$ cat config.mk
export PLATFORM = sky130hd
export DESIGN_NAME = ebc_top
export DESIGN_NICKNAME = d
export VERILOG_FILES = /design/src/pkg/ebc_pkg.sv /design/src/ebc_top.sv /design/src/ebc_sync2.sv /design/src/ebc_space_decode.sv
export SDC_FILE = /design/constraint.sdc
export NUM_CORES = 1
export LEC_CHECK = 0
export BUFFER_PORTS_ARGS = -buffer_cell sky130_fd_sc_hd__buf_2
export CORE_MARGIN = 1
export CORE_UTILIZATION = 56
export DETAILED_ROUTE_END_ITERATION = 8
export MAX_ROUTING_LAYER = met4
export PLACE_DENSITY = 0.94
export SLEW_MARGIN = 0
export SYNTH_ARGS = -nofsm -noshare
export SYNTH_HDL_FRONTEND = slang
export SYNTH_HIERARCHICAL = 1
export SYNTH_SLANG_ARGS = --single-unit
$ cat constraint.sdc
create_clock -name clk -period 6.2 [get_ports clk]
set_input_delay 0.62 -clock clk [delete_from_list [all_inputs] [get_ports clk]]
set_output_delay 0.62 -clock clk [all_outputs]
set_load 0.02 [all_outputs]
$ cat src/pkg/ebc_pkg.sv
// Constants, carriers and the chip-select memory map of the external bus block.
// Assumes one bus clock; every consumer names items as ebc_pkg::name.
package ebc_pkg;

  // Processor-mode field: microprocessor mode is the only legal code
  localparam logic [1:0] EBC_PROC_MODE_RST = 2'h3;

  // Multiplex-select codes
  localparam logic [1:0] EBC_MUX_SEP = 2'h0;
  localparam logic [1:0] EBC_MUX_CS2 = 2'h1;
  localparam logic [1:0] EBC_MUX_CS1 = 2'h2;

  // Latch strobe pin codes
  localparam logic [1:0] EBC_LATCH_NONE = 2'h0;
  localparam logic [1:0] EBC_LATCH_P53  = 2'h1;
  localparam logic [1:0] EBC_LATCH_P54  = 2'h2;
  localparam logic [1:0] EBC_LATCH_P56  = 2'h3;

  // Clock-out select code that frees the shared pin for the bus clock
  localparam logic [1:0] EBC_CLOCK_OUTPUT_PIN_BCLK = 2'h0;

  // Reset values and strap timing
  localparam logic [3:0] EBC_WIDTH_RST   = 4'h0;
  localparam logic [1:0] EBC_SPACE_MODE_RST = 2'h0;
  localparam logic [1:0] EBC_SPACE3      = 2'h3;
  localparam logic [1:0] EBC_STRAP_WAIT  = 2'h2;
  localparam logic [1:0] EBC_CS_STEP     = 2'h1;
  localparam logic [2:0] EBC_STROBE_IDLE = 3'h7;
  localparam logic [3:0] EBC_CS_IDLE     = 4'hF;

  // Multiplexed line counts: eight or sixteen shared lines
  localparam logic [1:0] EBC_MUXL_NONE = 2'h0;
  localparam logic [1:0] EBC_MUXL_8    = 2'h1;
  localparam logic [1:0] EBC_MUXL_16   = 2'h3;

  // Active chip selects per space mode, index [mode], bit = select number
  localparam logic [3:0][3:0] EBC_CS_MASK = {4'hF, 4'h3, 4'h7, 4'h0};

  // Space decode table on address bits 23..16, index [mode][space]
  // An empty space has its low bound above its high bound
  localparam logic [3:0][3:0][7:0] EBC_MAP_LO = {
    {8'hF0, 8'hC0, 8'h20, 8'h10},
    {8'hC0, 8'hFF, 8'hFF, 8'h01},
    {8'hE0, 8'hFF, 8'h20, 8'h01},
    {8'hC0, 8'h40, 8'h20, 8'h01}};
  localparam logic [3:0][3:0][7:0] EBC_MAP_HI = {
    {8'hFF, 8'hCF, 8'h2F, 8'h1F},
    {8'hFF, 8'h00, 8'h00, 8'h3F},
    {8'hFF, 8'h00, 8'h3F, 8'h1F},
    {8'hFF, 8'hBF, 8'h3F, 8'h1F}};

  // One bus cycle request from the core
  typedef struct packed {
    logic        valid;
    logic        internal;
    logic        write;
    logic [1:0]  byte_en;
    logic [23:0] addr;
  } ebc_access_t;

  // First processor-mode control register
  typedef struct packed {
    logic       bus_clock_out_disable;
    logic [1:0] mux_select;
    logic       strobe_style_sel;
    logic [1:0] proc_mode;
  } ebc_ctrl0_t;

  // Second processor-mode control register
  typedef struct packed {
    logic [1:0] latch_pin_sel;
    logic [1:0] space_mode;
  } ebc_ctrl1_t;

endpackage

$ cat src/ebc_top.sv
// External bus configuration, pin functions and chip-select generation.
// Assumes a 100 MHz bus clock, config writes and bus requests from core
// logic on that clock, and boot/width straps on raw pins.
`timescale 1ns/1ps

// Behaviour
// - Processor mode resets to microprocessor code
// - Soft or watchdog reset keeps processor mode
// - Control register 0 writes need unlock bit
// - One width bit per external space
// - Space 3 width follows width strap
// - Separate bus format after reset
// - Port 1 carries data if any 16-bit
// - Multiplexed area shares 8 or 16 lines
// - Mux codes: separate, CS2 area, CS1 area
// - 24-bit address, top bit inverted
// - Chip selects share top four address pins
// - No chip selects after reset
// - Select low for own space, else high
// - Selects 1,2,3,0 map to spaces 0-3
// - Same space keeps select, address updates
// - Internal access drops select, holds address
// - Strobe style picks write strobe set
// - Latch pin undefined when no latch
// - Bus clock pin enable conditions
// - 8-bit space forces read/write/upper-enable strobes
module ebc_top (
  input  wire logic                clk,
  input  wire logic                rst_b,
  input  wire logic                soft_reset,
  input  wire logic                boot_mode_pin,
  input  wire logic                byte_width_pin,
  input  wire logic                protect_wr,
  input  wire logic                protect_unlock,
  input  wire logic                ctrl0_wr,
  input  wire ebc_pkg::ebc_ctrl0_t ctrl0_wdata,
  input  wire logic                ctrl1_wr,
  input  wire ebc_pkg::ebc_ctrl1_t ctrl1_wdata,
  input  wire logic                width_wr,
  input  wire logic [3:0]          width_wdata,
  input  wire logic [1:0]          clock_out_sel,
  input  wire ebc_pkg::ebc_access_t acc,
  output ebc_pkg::ebc_ctrl0_t      ctrl0,
  output ebc_pkg::ebc_ctrl1_t      ctrl1,
  output logic                     mode_reg_unlock,
  output logic [3:0]               space_width,
  output logic                     boot_mode_seen,
  output logic [19:0]              addr_pins,
  output logic [3:0]               hi_pins,
  output logic [3:0]               cs_n,
  output logic [2:0]               strobe_n,
  output logic                     port1_is_data,
  output logic [1:0]               mux_lines,
  output logic                     latch_p53,
  output logic                     latch_p54,
  output logic                     latch_p56,
  output logic                     clock_output_pin_en
);
  // Reset release synchroniser
  logic rst_meta_reg;
  logic rst_n;

  always_ff @(posedge clk or negedge rst_b) begin
    if (!rst_b) begin
      rst_meta_reg <= 1'b0;
      rst_n        <= 1'b0;
    end else begin
      rst_meta_reg <= 1'b1;
      rst_n        <= rst_meta_reg;
    end
  end

  // Strap pins cross into the clock domain first
  logic boot_sync;
  logic byte_sync;

  ebc_sync2 #(.W(1)) u_boot_sync (
    .clk   (clk),
    .rst_n (rst_n),
    .din   (boot_mode_pin),
    .dout  (boot_sync)
  );

  ebc_sync2 #(.W(1)) u_byte_sync (
    .clk   (clk),
    .rst_n (rst_n),
    .din   (byte_width_pin),
    .dout  (byte_sync)
  );

  // ---------------- Configuration state ----------------
  ebc_pkg::ebc_ctrl0_t ctrl0_reg;
  ebc_pkg::ebc_ctrl0_t ctrl0_next;
  ebc_pkg::ebc_ctrl1_t ctrl1_reg;
  ebc_pkg::ebc_ctrl1_t ctrl1_next;
  logic                unlock_reg;
  logic                unlock_next;
  logic [3:0]          width_reg;
  logic [3:0]          width_next;
  logic [1:0]          strap_cnt_reg;
  logic [1:0]          strap_cnt_next;
  logic                strap_done_reg;
  logic                strap_done_next;
  logic                boot_seen_reg;
  logic                boot_seen_next;

  // Config updates; strap caught once the synchroniser has filled
  always_comb begin
    ctrl0_next      = ctrl0_reg;
    ctrl1_next      = ctrl1_reg;
    unlock_next     = unlock_reg;
    width_next      = width_reg;
    strap_cnt_next  = strap_cnt_reg;
    strap_done_next = strap_done_reg;
    boot_seen_next  = boot_seen_reg;
    if (!strap_done_reg) begin
      if (strap_cnt_reg == ebc_pkg::EBC_STRAP_WAIT) begin
        strap_done_next = 1'b1;
        boot_seen_next  = boot_sync;
        width_next[ebc_pkg::EBC_SPACE3] = ~byte_sync;
      end else begin
        strap_cnt_next = strap_cnt_reg + ebc_pkg::EBC_CS_STEP;
      end
    end
    if (soft_reset) begin
      // All config state returns to reset except the processor mode and the strap capture
      ctrl0_next.bus_clock_out_disable = 1'b0;
      ctrl0_next.mux_select       = ebc_pkg::EBC_MUX_SEP;
      ctrl0_next.strobe_style_sel = 1'b0;
      ctrl0_next.proc_mode        = ctrl0_reg.proc_mode;
      ctrl1_next.space_mode       = ebc_pkg::EBC_SPACE_MODE_RST;
      ctrl1_next.latch_pin_sel    = ebc_pkg::EBC_LATCH_NONE;
      unlock_next                 = 1'b0;
      width_next                  = ebc_pkg::EBC_WIDTH_RST;
      width_next[ebc_pkg::EBC_SPACE3] = ~byte_sync;
    end else begin
      if (ctrl0_wr && unlock_reg) begin
        ctrl0_next = ctrl0_wdata;
      end
      if (ctrl1_wr) begin
        ctrl1_next = ctrl1_wdata;
      end
      if (protect_wr) begin
        unlock_next = protect_unlock;
      end
      if (width_wr) begin
        width_next = width_wdata;
      end
    end
  end

  // Hardware reset only; processor mode lands on its single legal code
  always_ff @(posedge clk or negedge rst_n) begin
    if (!rst_n) begin
      ctrl0_reg.bus_clock_out_disable <= 1'b0;
      ctrl0_reg.mux_select            <= ebc_pkg::EBC_MUX_SEP;
      ctrl0_reg.strobe_style_sel      <= 1'b0;
      ctrl0_reg.proc_mode             <= ebc_pkg::EBC_PROC_MODE_RST;
      ctrl1_reg.space_mode            <= ebc_pkg::EBC_SPACE_MODE_RST;
      ctrl1_reg.latch_pin_sel         <= ebc_pkg::EBC_LATCH_NONE;
      unlock_reg                      <= 1'b0;
      width_reg                       <= ebc_pkg::EBC_WIDTH_RST;
      strap_cnt_reg                   <= 2'h0;
      strap_done_reg                  <= 1'b0;
      boot_seen_reg                   <= 1'b0;
    end else begin
      ctrl0_reg      <= ctrl0_next;
      ctrl1_reg      <= ctrl1_next;
      unlock_reg     <= unlock_next;
      width_reg      <= width_next;
      strap_cnt_reg  <= strap_cnt_next;
      strap_done_reg <= strap_done_next;
      boot_seen_reg  <= boot_seen_next;
    end
  end

  // ---------------- Bus cycle pins ----------------
  logic       hit;
  logic [1:0] space_idx;

  ebc_space_decode u_decode (
    .addr_top   (acc.addr[23:16]),
    .space_mode (ctrl1_reg.space_mode),
    .hit        (hit),
    .space_idx  (space_idx)
  );

  logic [23:0] addr_reg;
  logic [23:0] addr_next;
  logic [3:0]  cs_reg;
  logic [3:0]  cs_next;
  logic [3:0]  hi_reg;
  logic [3:0]  hi_next;
  logic [2:0]  strobe_reg;
  logic [2:0]  strobe_next;
  logic [1:0]  muxl_reg;
  logic [1:0]  muxl_next;
  logic        p1_reg;
  logic        p1_next;
  logic [2:0]  latch_reg;
  logic [2:0]  latch_next;
  logic        clk_en_reg;
  logic        clk_en_next;
  logic [3:0]  cs_mask;
  logic [1:0]  cs_idx;
  logic        w16;
  logic        split;
  logic        muxed;
  logic        ext;

  // Pin values for the cycle now requested
  always_comb begin
    cs_mask     = ebc_pkg::EBC_CS_MASK[ctrl1_reg.space_mode];
    cs_idx      = space_idx + ebc_pkg::EBC_CS_STEP;
    w16         = width_reg[space_idx];
    ext         = acc.valid && !acc.internal;
    addr_next   = addr_reg;
    cs_next     = cs_reg;
    strobe_next = ebc_pkg::EBC_STROBE_IDLE;
    muxl_next   = muxl_reg;
    split       = ctrl0_reg.strobe_style_sel && w16;
    // Only the two legal mux codes select an area; others run separate
    muxed = hit && cs_mask[cs_idx] &&
            (((ctrl0_reg.mux_select == ebc_pkg::EBC_MUX_CS2) && (cs_idx == 2'h2)) ||
             ((ctrl0_reg.mux_select == ebc_pkg::EBC_MUX_CS1) && (cs_idx == 2'h1)));
    if (acc.valid && acc.internal) begin
      cs_next = ebc_pkg::EBC_CS_IDLE;
    end else if (ext) begin
      addr_next = acc.addr;
      cs_next   = ebc_pkg::EBC_CS_IDLE;
      muxl_next = ebc_pkg::EBC_MUXL_NONE;
      if (hit) begin
        cs_next[cs_idx] = !cs_mask[cs_idx];
        strobe_next[0]  = acc.write;
        if (split) begin
          strobe_next[1] = !(acc.write && acc.byte_en[0]);
          strobe_next[2] = !(acc.write && acc.byte_en[1]);
        end else begin
          strobe_next[1] = !acc.write;
          strobe_next[2] = w16 ? !acc.byte_en[1] : 1'b1;
        end
        if (muxed) begin
          muxl_next = w16 ? ebc_pkg::EBC_MUXL_16 : ebc_pkg::EBC_MUXL_8;
        end
      end
    end
    // Shared pins: P4_4..P4_7 carry select 3..0 or A20..A22 and inverted A23
    hi_next[0] = cs_mask[3] ? cs_next[3] : addr_next[20];
    hi_next[1] = cs_mask[2] ? cs_next[2] : addr_next[21];
    hi_next[2] = cs_mask[1] ? cs_next[1] : addr_next[22];
    hi_next[3] = cs_mask[0] ? cs_next[0] : !addr_next[23];
    p1_next    = |width_reg;
    // Latch strobe goes out on every request, internal ones too
    latch_next[0] = acc.valid && (ctrl1_reg.latch_pin_sel == ebc_pkg::EBC_LATCH_P53);
    latch_next[1] = acc.valid && (ctrl1_reg.latch_pin_sel == ebc_pkg::EBC_LATCH_P54);
    latch_next[2] = acc.valid && (ctrl1_reg.latch_pin_sel == ebc_pkg::EBC_LATCH_P56);
    clk_en_next = !ctrl0_reg.bus_clock_out_disable &&
                  (clock_out_sel == ebc_pkg::EBC_CLOCK_OUTPUT_PIN_BCLK) &&
                  (ctrl1_reg.latch_pin_sel != ebc_pkg::EBC_LATCH_P53);
  end

  // Idle pins after reset: selects high, top line inverted from zero
  always_ff @(posedge clk or negedge rst_n) begin
    if (!rst_n) begin
      addr_reg   <= 24'h000000;
      cs_reg     <= ebc_pkg::EBC_CS_IDLE;
      hi_reg     <= 4'h8;
      strobe_reg <= ebc_pkg::EBC_STROBE_IDLE;
      muxl_reg   <= ebc_pkg::EBC_MUXL_NONE;
      p1_reg     <= 1'b0;
      latch_reg  <= 3'h0;
      clk_en_reg <= 1'b0;
    end else begin
      addr_reg   <= addr_next;
      cs_reg     <= cs_next;
      hi_reg     <= hi_next;
      strobe_reg <= strobe_next;
      muxl_reg   <= muxl_next;
      p1_reg     <= p1_next;
      latch_reg  <= latch_next;
      clk_en_reg <= clk_en_next;
    end
  end

  // Every output is a flop copy
  assign ctrl0               = ctrl0_reg;
  assign ctrl1               = ctrl1_reg;
  assign mode_reg_unlock     = unlock_reg;
  assign space_width         = width_reg;
  assign boot_mode_seen      = boot_seen_reg;
  assign addr_pins           = addr_reg[19:0];
  assign hi_pins             = hi_reg;
  assign cs_n                = cs_reg;
  assign strobe_n            = strobe_reg;
  assign port1_is_data       = p1_reg;
  assign mux_lines           = muxl_reg;
  assign latch_p53           = latch_reg[0];
  assign latch_p54           = latch_reg[1];
  assign latch_p56           = latch_reg[2];
  assign clock_output_pin_en = clk_en_reg;
endmodule // ebc_top

$ cat src/ebc_sync2.sv
// Two-flop synchroniser for levels arriving from pins.
// Assumes the destination clock is clk; resets to zero.
`timescale 1ns/1ps
module ebc_sync2 #(
  parameter int W = 1
) (
  input  wire logic         clk,
  input  wire logic         rst_n,
  input  wire logic [W-1:0] din,
  output logic      [W-1:0] dout
);
  logic [W-1:0] meta_reg;
  logic [W-1:0] sync_reg;

  // First stage feeds only the second
  always_ff @(posedge clk or negedge rst_n) begin
    if (!rst_n) begin
      meta_reg <= '0;
      sync_reg <= '0;
    end else begin
      meta_reg <= din;
      sync_reg <= meta_reg;
    end
  end

  assign dout = sync_reg;
endmodule // ebc_sync2

$ cat src/ebc_space_decode.sv
// Upper-address decode into the four external spaces for a space mode.
// Assumes the table in the package; purely combinational.
`timescale 1ns/1ps
module ebc_space_decode (
  input  wire logic [7:0] addr_top,
  input  wire logic [1:0] space_mode,
  output logic            hit,
  output logic [1:0]      space_idx
);
  logic [3:0] in_space;

  // One window compare per space
  for (genvar s = 0; s < 4; s++) begin : g_cmp
    assign in_space[s] = (addr_top >= ebc_pkg::EBC_MAP_LO[space_mode][s]) &&
                         (addr_top <= ebc_pkg::EBC_MAP_HI[space_mode][s]);
  end

  // Spaces never overlap, so a plain encoder is enough
  always_comb begin
    hit       = |in_space;
    space_idx = 2'h0;
    for (int s = 0; s < 4; s++) begin
      if (in_space[s]) begin
        space_idx = 2'(s);
      end
    end
  end
endmodule // ebc_space_decode

==> flow_results.org, run 1 <==
** Detailed routing
- ANT nets after route :: 0
- Routed wirelength normalized by instance count :: 15.6 um
- Vias per Instance :: 5.50
- For this block, the routed nets add up to 7.80 mm of wire.
- Initial detailed-routing violation count :: 159
- Total DRC errors in the routed layout :: 0
- Before antenna repair, the detailed router went through 4 iterations.
- Number of vias after detailed routing :: 2743

** Clock tree
- Post-CTS timing repair inserted 0 buffers for setup.
- Number of hold buffers added after cts :: 0
- Clock latency on the worst-skew pair :: 0.35 ns
- Root Buffer Master :: clkbuf_8
- Reg clk slew, reported paths :: 0.08 ns
- Counting the buffers created by CTS gives 9.
- The longest clock path from root to sink contains 2 buffers.
- Quantity of gates resized following cts :: 0
- The clock drives 67 sinks.
- Clock tree from TritonCTS :: done
- The clock tree synthesis step divided the H-tree into 3 levels.

** GRT
- First-pass GRT wire length :: 12.7 mm
- Number of global-route vias before repair :: 2736
- The total overflow left after global routing is 0.
- Entering global routing, the biggest net connects 36 pins.
- Initial antenna violation count :: 0
- Overall global routing resource usage :: 0.243

** Critical path
- Arrival time at the worst endpoint :: 4.67 ns
- Data on the critical path is required at its endpoint by 6.43 ns.
- Startpoint type of the worst setup path :: flip-flop
- Crit path max fanout :: 12
- STA classifies the critical path endpoint as a flip-flop.
- The critical path goes through inv_1, ha_1, inv_1, ha_1, nand2b_1, a21oi_1, o311ai_0, nand2_1, o21ai_0, inv_1, ha_1, nor2b_1, nor4_4, a21oi_1, mux2_1.
- Slowest cell on crit path :: dfrtp_1
- Critical path type :: reg2reg
- For this run, the slowest stage of the critical path takes 0.55 ns.

** Yosys
- Mapped cell area :: 3720 sq um
- Average cell area after synthesis :: 11.4 sq um
- After synthesis the netlist holds a flip-flop and latch count of 67.
- The number of nets handed over by synthesis was 421.
- dfrtp_1 takes more of the synthesized area than any other cell.
- During synthesis, Yosys emitted a total of 6 warnings.
- Part of the Yosys area used for sequential elements :: 0.454
- The number of different library cells used by synthesis comes to 52.
- Of the post-synthesis cell area, the dominant cell type holds 0.384.
- Number of flops mapped to enable cells by yosys :: 0
- Number of instances in the synthesized netlist :: 326
- Dominant cells by area after synthesis :: dfrtp_1 (38%), ha_1 (13%), dfstp_2 (7.1%)
- Leading register cell type out of synthesis :: dfrtp_1
- Fraction of registers with async set or reset after synthesis :: 1.00

** Timing
- Across the routed clock network, the largest skew measured is 0.00917 ns.
- Final min period :: 4.44 ns
- For this run, the top clock speed supported by timing is 225 MHz.
- Adding up every negative setup slack in the final design gives 0 ns.
- Part of the cycle the worst path needs :: 0.716
- Actual slew at the worst max-slew pin :: 0.855 ns
- Remaining max-slew budget at the tightest pin :: 0.429
- Total of endpoints with negative setup slack in the final report :: 0
- Tightest hold margin :: 0.0486 ns
- The final number of hold-violating endpoints came to 0.
- Unrepaired setup endpoints after global routing :: false
- The final count of pins violating max slew was 0.

** Power and ir drop
- Summed over all cells, the static leakage comes to 2.13 nW.
- For this design the ratio of total power to cell area is 264 nW/um^2.
- Largest voltage drop on the vdd net :: 0.205 mV

** Layout
- Diodes inserted :: 0
- Share of cells above drive strength 1 :: 0.372
- NumNets Final :: 512
- Relative to the synthesized area, the layout overhead comes to 17.7%.
- The register with the most flip-flops in the layout has 24 of them.
- Most frequent cells in the layout :: buf_2 (108), dfrtp_1 (56), ha_1 (40)
- Leaving out fill and tap cells, the most frequent cell in the layout is buf_2.

** Outcome
- The run finished with clean final reports.

** Die
- Width of the chip :: 83.5 um
- From bottom edge to top edge, the die measures 83.5 um.
- Die Area :: 6970 sq um
- 109 I/O pins were placed.
- The floorplan has 29 rows.
- The initial utilization of the core area, before any placement, comes to 0.582.
- In this run the standard cell core region covers 6390 sq um.

** Place
- The wire-length estimate of the detail-placed layout is 5.88 mm.
- Count of input and output buffers :: 108
- The congestion estimate from routability-driven global placement came to 0.846.

** Worst hold path
- Worst hold path class :: in2async

** Flow run
- MaxCap Viol Count :: 0
## routing by layer
metal  vias up  GRT usage  share of wire  wire (um)
li1       1298          -              -          -
met5         -          -              0          0
met4         0      0.106          0.018        141
met3        13     0.0554          0.076        597
met2       113      0.396           0.49       3810
met1      1319      0.291           0.42       3260
## path summary, 6_finish.rpt
path | startpoint | end | slack, ns | cells after the start
max in group asynchronous | rst_n | strobe_n[1] | 5.02 | 1
hold reg to reg | rst_n | ctrl1[2] | 0.29 | 0
hold / removal | rst_b | rst_meta_reg | 0.05 | 1
setup reg to reg | ctrl1[1] | hi_pins[0] | 1.76 | 15
min in group clk | rst_meta_reg | rst_n | 0.35 | 0
setup / recovery | ctrl1[1] | hi_pins[0] | 1.76 | 15
## synthesized netlist by cell type (3+ instances only)
| cell | instances |
|---|---|
| a21oi_1 | 16 |
| nand3_1 | 9 |
| buf_2 | 3 |
| mux2_2 | 5 |
| buf_4 | 20 |
| mux2i_1 | 10 |
| nand2b_1 | 3 |
| nand2_1 | 21 |
| ha_1 | 40 |
| dfrtp_1 | 57 |
| nor2_1 | 21 |
| nor3_1 | 5 |
| xnor2_1 | 3 |
| inv_1 | 19 |
| nor2b_1 | 4 |
| clkbuf_1 | 4 |
| mux2_4 | 3 |
| dfstp_2 | 10 |
| mux2_1 | 22 |
| o21ai_0 | 10 |
## worst max-delay path: cells and delay by family, from the launching register on
kind / cells / cell delay, ns
adders and majority gates: 3 / 1.20
DFF: 1 / 0.55
AOI/OAI and AO/OA: 4 / 1.04
and+or+nand+nor: 4 / 0.80
buffers and inverters: 3 / 0.44
muxes: 1 / 0.29
## per-stage QoR
stage	total power, mW	setup slack, ns	instance area [sq um]	utilization	std cells
final	1.16	1.76	4380	0.685	499
after global routing	1.21	1.35	4380	0.685	499
after CTS	1.16	1.83	4380	0.685	499
after detailed placement	0.765	1.83	4160	0.651	483
after global placement	0.751	2.14	4160	0.651	483
after floorplan	0.702	2.24	3720	-	326
## report_power, final
part	leakage [nW]	total (mW)	switching, mW	internal [mW]
clock	0.103	0.397	0.170	0.227
combinational	1.23	0.252	0.150	0.102
sequential	0.800	0.506	0.0246	0.481
## cell families (layout without fill, tap and decap cells)
kind of cell    after synthesis  count (layout)  share of synthesized area
simple gates                 84              84                      0.127
flops                        67              67                      0.454
buf+inv                      48             144                     0.0737
compound gates               42              42                     0.0757
mux                          41              41                      0.127
fa+ha+maj                    40              40                      0.135
xor+xnor                      3               3                    0.00707
other cells                   1               1                    0.00101
## area by class of cell
class                   count  area (sq um)
clock buffers              10           128
clock inverters             6          88.8
fillers                   444          2010
inverters                  19          71.3
multi-input cells         211          1750
flip-flops and latches     67          1690
well taps                  77          96.3
repair buffers            109           548
No activity file was read; power rests on OpenSTA's default activity.
==> run 2: changes to the inputs <==
- ABC_AREA: unset -> 1
- CORE_UTILIZATION: 56 -> 52
- PLACE_DENSITY: 0.94 -> 0.89
- clock period: 6.2 -> 4.1 ns (I/O delays scaled with it)
==> run 2 against run 1 <==
Effect of this change: sequential share of layout area fell by 1.0 points; core utilization fell by 3.4 points; global-route usage rose by 0.18 points; area after synthesis rose by 2.1%; cell count rose by 30%; first-iteration DRC count fell by 22%; flip-flop and latch count did not move; register-to-register slack got worse by 1.4 ns; largest cell class unchanged; critical endpoint is now hi_pins[2].
==> flow_results.org, run 2 <==
** GRT
- First-pass GRT wire length :: 14.1 mm (+11%)
- The pin count of the biggest net entering global routing came to 43 (+19%).
- Overall global routing resource usage :: 0.245 (+0.00184)
- The number of global-route vias before repair is 3185 (+16%).
- The final global-route overflow total was 0 (unchanged).
- The number of antenna violations at the first check in global routing is 0 (unchanged).

** Timing
- The setup skew after layout was 0.00553 ns (-0.00364 ns).
- Total of endpoints with negative setup slack in the final report :: 0 (unchanged)
- The post-route setup TNS was 0 ns (unchanged).
- The transition at the pin with the smallest max-transition slack was 0.514 ns (-0.341 ns).
- Unrepaired setup endpoints after global routing :: false
- The setup slack after layout is 0.398 ns (-1.36 ns).
- The final number of hold-violating endpoints was 0 (unchanged).
- The maximum frequency from static timing analysis was 270 MHz (+20%).
- Remaining max-slew budget at the tightest pin :: 0.657 (+0.229)
- The final count of pins violating max slew came to 0 (unchanged).
- The shortest clock period the worst path allows after layout came to 3.70 ns (-0.738 ns).
- The final cycle utilization of the critical path is 0.903 (+0.187).

** Critical path
- The largest fanout on the critical path is 10 (-2).
- Startpoint type of the worst setup path :: flip-flop
- The setup slack of the worst register-to-register path was 0.40 ns (-1.36 ns).
- Peak per-stage delay on the critical path :: 0.53 ns (-0.02 ns)
- The kind of cell with the highest combined delay along the critical path is simple AND/OR/NAND/NOR gates.
- Buf+Inv Stages, Crit Path :: 4 (+1)
- Critical path type :: reg2reg
- Sort of element at the end of the critical path :: flip-flop
- Slowest cell on crit path :: ha_1
- Endpoint of the lowest-slack register-to-register path :: hi_pins[2]
- Reg2Reg Launch Point :: ctrl1[0]
- Number of cells on the critical path :: 21 (+6)
- Counting stages on the worst path, the most repeated cell is nand2_1.
- The arrival time at the worst endpoint came to 3.94 ns (-0.73 ns).
- Number of cells on the worst reg-to-reg path :: 21 (+6)
- Cell breakdown of the critical path :: inv_1, ha_1, inv_2, ha_1, nor2_1, o21ai_1, nand2_1, nand2_1, nand3_1, nand2_8, nand2_2, nand2_1, nand2_1, inv_1, ha_1, inv_1, o21ai_0, nand2_1, nand3_1, nand3_1, nand2_1
- The required time at the endpoint of the critical path is 4.34 ns (-2.09 ns).

** Power and ir drop
- Internal cell power :: 1.16 mW (+43%)
- Share of power burned in combinational logic :: 0.227 (+0.009)
- The proportion of total power due to net switching came to 0.317 (+0.0185).
- Largest voltage drop on the vdd net :: 0.314 mV (+53%)
- Static leakage :: 2.53 nW (+18%)
- The reported net switching power came to 0.536 mW (+55%).
- Cell Pwr Density :: 376 nW/um^2 (+42%)
- The total power draw is 1.69 mW (+46%).
- Clock Power Share :: 0.325 (-0.019)
- The share of power burned in registers was 0.447 (+0.009).

** Die
- Die extent in y :: 87.4 um (+4.7%)
- Row Count :: 30 (+3.4%)
- Core area :: 6910 sq um (+8.2%)
- Top-Level Pins :: 109 (unchanged)
- Die Area :: 7640 sq um (+9.7%)
- The initial cell density of the core is 0.549 (-0.0328).
- Width of the chip :: 87.4 um (+4.7%)

** Detailed routing
- The vias per cell was 5.06 (-7.9%).
- Routed wirelength normalized by instance count :: 13.3 um (-15%)
- Routed wire length :: 8.65 mm (+11%)
- Drt first pass iters :: 4 (unchanged)
- The routed via count is 3296 (+20%).
- ANT nets after route :: 0 (unchanged)
- Initial detailed-routing violation count :: 124 (-22%)
- Total DRC errors in the routed layout :: 0 (unchanged)

** Yosys
- By count the netlist is led by nand2_1 (148), dfrtp_1 (57), inv_1 (52), ha_1 (40), nand3_1 (33).
- The area fraction of the dominant cell type after synthesis came to 0.376 (-0.00772).
- Number of flops mapped to enable cells by yosys :: 0 (unchanged)
- Syn. warnings :: 6 (unchanged)
- Part of the Yosys area used for sequential elements :: 0.445 (-0.00914)
- The proportion of register bits with asynchronous set or reset after synthesis was 1.00 (unchanged).
- After synthesis, the cell types taking the most area are dfrtp_1 (38%), nand2_1 (15%), ha_1 (13%).
- Among all cell types in the netlist, the one instantiated most often is nand2_1.
- Seq cells post-synth :: 67 (unchanged)
- Among all flip-flop cells after synthesis, the most frequent one is dfrtp_1.
- Mapped cell area :: 3790 sq um (+2.1%)
- Most area-hungry cell type in the Yosys netlist :: dfrtp_1
- The average cell area after synthesis was 8.36 sq um (-27%).
- The post-synth net total came to 549 (+30%).
- Number of instances in the synthesized netlist :: 454 (+39%)
- Number of library cell types mapped by synthesis :: 32 (-38%)

** Clock tree
- Maximum clock insertion buffer count :: 2 (unchanged)
- The clock net sink count is 67 (unchanged).
- Reg clk slew, reported paths :: 0.07 ns (about the same)
- Clock latency on the worst-skew pair :: 0.34 ns (about the same)
- The cell sitting at the root of the clock tree is a clkbuf_8.
- Clock tree from TritonCTS :: done
- Quantity of gates resized following cts :: 0 (unchanged)
- The total CTS buffers was 9 (unchanged).
- Maximum level of the CTS H-tree :: 3 (unchanged)

** Outcome
- Outcome :: completed

** Layout
- Most frequent cells in the layout :: nand2_1 (148), buf_2 (108), dfrtp_1 (56)
- The final-stage net count came to 645 (+26%).
- The number of flip-flops in the largest register is 24 (unchanged).
- Most common cell after layout, fill and taps aside :: nand2_1
- The share of final-layout standard cells stronger than drive strength 1 came to 0.283 (-0.0892).
- Diodes inserted :: 0 (unchanged)
- Relative area change from synthesis to final layout :: 18.5%
- The share of the core filled with cells in the final layout was 0.651 (-0.0344).

** Worst hold path
- The path class of the tightest hold or removal check is in2reg.
- Launch point of the worst hold path :: byte_width_pin
- Worst Hold End :: u_byte_sync/meta_reg
- Hold-critical path depth :: 1

** Place
- The worst slack at placement came to 0.538 ns (-1.30 ns).
- Detailed-placement wirelength estimate :: 6.31 mm (+7.4%)
- RD Place Congestion :: 0.809 (-4.3%)
- The number of buffer cells added on primary ports is 108 (unchanged).

** Flow run
- MaxCap Viol Count :: 0 (unchanged)
-- run 2: logic make-up (layout without fill, tap and decap cells) --
logic type               after synthesis  count (layout)  synth area share
AND/OR/NAND/NOR                      224             224             0.255
buffers and inverters                 83             184             0.105
flip-flops                            67              67             0.445
adder cells (fa/ha/maj)               40              40             0.132
AO/OA/AOI/OAI                         35              35            0.0505
multiplexers                           3               3           0.00890
other                                  1               1          0.000988
XOR/XNOR                               1               1           0.00231
-- run 2: cell type report --
cell class | count | area [sq um]
sequential | 67 | 1690
clock inverter | 6 | 65.1
multi-input combinational | 304 | 1710
fill | 586 | 2410
clock buffer | 10 | 138
inverter | 58 | 218
tap | 96 | 120
timing repair buffer | 110 | 558
-- run 2: per-stage QoR --
step / std cells / hold slack (ns) / area [sq um]
after global placement: 634 / 0.194 / 4280
final: 651 / 0.175 / 4500
after floorplan: 454 / 0.114 / 3790
after global routing: 651 / 0.167 / 4500
after detailed placement: 634 / 0.199 / 4280
after CTS: 651 / 0.157 / 4500
-- run 2: how the worst max path moves through the flow --
stage / from / end
2_1_floorplan: ctrl1[0] / hi_pins[1]
3_3_place_gp: ctrl1[0] / hi_pins[2]
3_5_place_dp: ctrl1[0] / hi_pins[0]
4_1_cts: ctrl1[1] / hi_pins[2]
5_1_grt: ctrl1[1] / hi_pins[2]
6_report: ctrl1[0] / hi_pins[2]
-- run 2: timing repair --
action,in CTS,in global routing
hold buffers,1,0
endpoints found under the hold margin,2,0
setup buffers,0,0
-- run 2: routing by layer --
layer / vias up / GRT usage / share of wire
met1: 1557 / 0.276 / 0.43
met4: 0 / 0.104 / 0.023
met3: 20 / 0.0483 / 0.047
met2: 109 / 0.423 / 0.50
met5: - / - / 0
li1: 1610 / - / -
-- run 2: power groups by stage --
stage | registers (mW) | clock network, mW | logic [mW]
final | 0.756 | 0.550 | 0.385
after global routing | 0.762 | 0.585 | 0.430
after CTS | 0.756 | 0.562 | 0.386
after detailed placement | 0.768 | 0 | 0.380
after global placement | 0.765 | 0 | 0.366
after floorplan | 0.799 | 0 | 0.248
==> run 3: changes to the inputs <==
- ABC_AREA: 1 -> unset
==> run 3 against run 2 <==
Effect of this change: maximum frequency shrank 2.4%; total power down 0.54%; count of clock-buffer cells in the layout rose by 1; worst setup slack got worse by 0.091 ns; die area down 2.0%; global-route usage down 0.69 points; non-clock buffer count increased by 5.
==> flow_results.org, run 3 (synthesized netlist as in run 1, its figures left out) <==
** Outcome
- Outcome :: completed

** Die
- Die extent in y :: 86.6 um (-0.99%)
- Core area :: 6830 sq um (-1.1%)
- The area enclosed by the die boundary was 7490 sq um (-2.0%).
- Row Count :: 30 (unchanged)
- The initial cell density of the core was 0.544 (-0.00514).
- Width of the chip :: 86.6 um (-0.99%)
- The top-level I/O count came to 109 (unchanged).

** Timing
- Maximum achievable frequency :: 264 MHz (-2.4%)
- Remaining max-slew budget at the tightest pin :: 0.435 (-0.223)
- Part of the cycle the worst path needs :: 0.925 (+0.0223)
- Final min period :: 3.79 ns (+0.0914 ns)
- The hold slack came to 0.173 ns (-0.00274 ns).
- Unrepaired setup endpoints after global routing :: false
- The number of setup violations in the final report came to 0 (unchanged).
- The post-route setup TNS is 0 ns (unchanged).
- Number of hold-slack violations in the final timing report :: 0 (unchanged)
- The final count of pins violating max slew came to 0 (unchanged).
- Clock skew :: 0.00630 ns (+0.000771 ns)
- Actual slew at the worst max-slew pin :: 0.846 ns (+0.332 ns)

** Detailed routing
- Routed wire length :: 8.03 mm (-7.2%)
- The routed via count came to 2806 (-15%).
- Total DRC errors in the routed layout :: 0 (unchanged)
- ANT nets after route :: 0 (unchanged)
- Drt first pass iters :: 4 (unchanged)
- The violation count after the first detailed-routing iteration came to 153 (+23%).
- Vias per Instance :: 5.35 (+5.8%)
- Routed wirelength normalized by instance count :: 15.3 um (+15%)

** Layout
- Diodes inserted :: 0 (unchanged)
- Share of cells above drive strength 1 :: 0.379 (+0.0956)
- Most frequent cells in the layout :: buf_2 (108), dfrtp_1 (56), ha_1 (40)
- NumNets Final :: 518 (-20%)
- The final cell area excluding filler cells is 4420 sq um (-1.8%).
- Leaving out fill and tap cells, the most frequent cell in the layout is buf_2.
- Largest register FFs :: 24 (unchanged)
- Relative area change from synthesis to final layout :: 18.8%
- Final core utilization :: 0.647 (-0.00439)
- Final cell count without fillers :: 524 (-20%)

** Place
- RD Place Congestion :: 0.862 (+6.6%)
- The number of buffer cells added on primary ports is 108 (unchanged).
- The placed instance count is 507 (-20%).
- Post-DP Area :: 4220 sq um (-1.4%)
- The detailed placement HPWL is 6.01 mm (-4.8%).

** Critical path
- Arrival time at the worst endpoint :: 4.01 ns (+0.07 ns)
- The required time at the endpoint of the critical path was 4.32 ns (-0.02 ns).
- The maximum single-stage delay on the critical path was 0.42 ns (-0.11 ns).
- STA classifies the critical path endpoint as a flip-flop.
- Among the stages of the critical path, the cell type that occurs most often is ha_1.
- Slowest cell on crit path :: nor4b_1
- Cell breakdown of the critical path :: buf_4, ha_1, inv_2, ha_1, nor4b_1, nand4b_1, o21ai_0, o21ai_0, a2bb2oi_1, inv_1, ha_1, nor2b_1, nor4_4, a21oi_1, mux2_1
- Critical path type :: reg2reg
- Startpoint type of the worst setup path :: flip-flop
- Setup slack of the most critical reg-to-reg path :: 0.31 ns (-0.09 ns)
- Crit path max fanout :: 11 (+1)

** Flow run
- The number of max-cap violations is 0 (unchanged).

** Power and ir drop
- Cell Pwr Density :: 381 nW/um^2 (+1.2%)
- Internal cell power :: 1.17 mW (+1.2%)
- Static leakage :: 2.16 nW (-15%)
- The fraction of power consumed by the clock network is 0.311 (-0.014).
- Share of power burned in registers :: 0.453 (+0.006)
- The combinational fraction of design power is 0.236 (+0.009).
- Largest voltage drop on the vdd net :: 0.222 mV (-29%)
- Switching part of the total power :: 0.305 (-0.0122)
- The reported net switching power was 0.513 mW (-4.4%).

** GRT
- The pin count of the biggest net entering global routing was 36 (-16%).
- The number of global-route vias before repair was 2856 (-10%).
- Overall overflow remaining after global route :: 0 (unchanged)
- The total track usage came to 0.238 (-0.00689).
- First-pass GRT wire length :: 13.2 mm (-6.3%)
- Initial antenna violation count :: 0 (unchanged)

** Clock tree
- Inserted Clock Buffers :: 9 (unchanged)
- Clock tree from TritonCTS :: done
- Clock latency on the worst-skew pair :: 0.34 ns (about the same)
- Maximum level of the CTS H-tree :: 3 (unchanged)
- The count of buffers added by post-CTS timing repair for setup is 0 (unchanged).
- Reg clk slew, reported paths :: 0.07 ns (about the same)
- The maximum root-to-sink buffer count came to 2 (unchanged).
- The clock net sink count is 67 (unchanged).
- Root Buffer Master :: clkbuf_8

** Worst hold path
- Worst hold path class :: in2reg
## run 3: cell count changes in the layout (fill, tap and decap cells not counted), sizes merged, moves of 4 or more
cell   change
a21oi      +6
mux2i     +10
nand3     -24
nor2b      +5
nand4      -4
inv       -38
mux2      +27
o21ai      -8
buf        +5
nand2    -132
## run 3: critical path: cells and delay by family (launching register included)
kind / cells / cell delay (ns)
buffers and inverters: 3 / 0.44
flip-flops: 1 / 0.38
multiplexers: 1 / 0.30
AND/OR/NAND/NOR: 4 / 1.10
adder cells (fa/ha/maj): 3 / 0.81
AO/OA/AOI/OAI: 4 / 0.63
## run 3: layout make-up
cell class	instances	area, sq um
clock buffer	11	131
clock inverter	5	53.8
fill	568	2410
inverter	19	71.3
multi-input combinational	211	1750
sequential	67	1690
tap	96	120
timing repair buffer	115	596
## run 3: final timing paths
check / depth (start not counted) / from / endpoint
worst max-delay path: 15 / ctrl1[1] / hi_pins[0]
worst min-delay path: 1 / byte_width_pin / u_byte_sync/meta_reg
worst max register to register: 15 / ctrl1[1] / hi_pins[0]
worst min register to register: 0 / rst_n / addr_reg[10]
max in group asynchronous: 1 / rst_n / cs_n[3]
min in group asynchronous: 0 / rst_n / addr_reg[10]
## run 3: per-stage QoR
| stage | setup WS (ns) | total power [mW] |
|---|---|---|
| floorplan | 0.139 | 1.06 |
| global placement | 0.485 | 1.15 |
| detailed placement | 0.261 | 1.17 |
| CTS | 0.231 | 1.69 |
| global route | 0.00720 | 1.77 |
| finish | 0.306 | 1.68 |
## run 3: per-layer routing
layer  GRT usage  part of all wire  routed length, um
met2       0.392              0.49               3900
met4       0.108             0.019                155
met1       0.271              0.42               3340
met3      0.0667             0.078                624
met5           -                 0                  0
## run 3: power groups by stage
stage | logic [mW] | registers [mW] | clock network (mW)
finish | 0.397 | 0.762 | 0.523
global route | 0.433 | 0.770 | 0.562
CTS | 0.396 | 0.762 | 0.533
detailed placement | 0.392 | 0.774 | 0
global placement | 0.377 | 0.770 | 0
floorplan | 0.258 | 0.804 | 0
## run 3: what timing repair did
action / CTS / global route
resized for setup: 0 / 2
hold buffers: 1 / 0
endpoints found under the setup margin: 0 / 6
hold endpoints to repair: 2 / 0
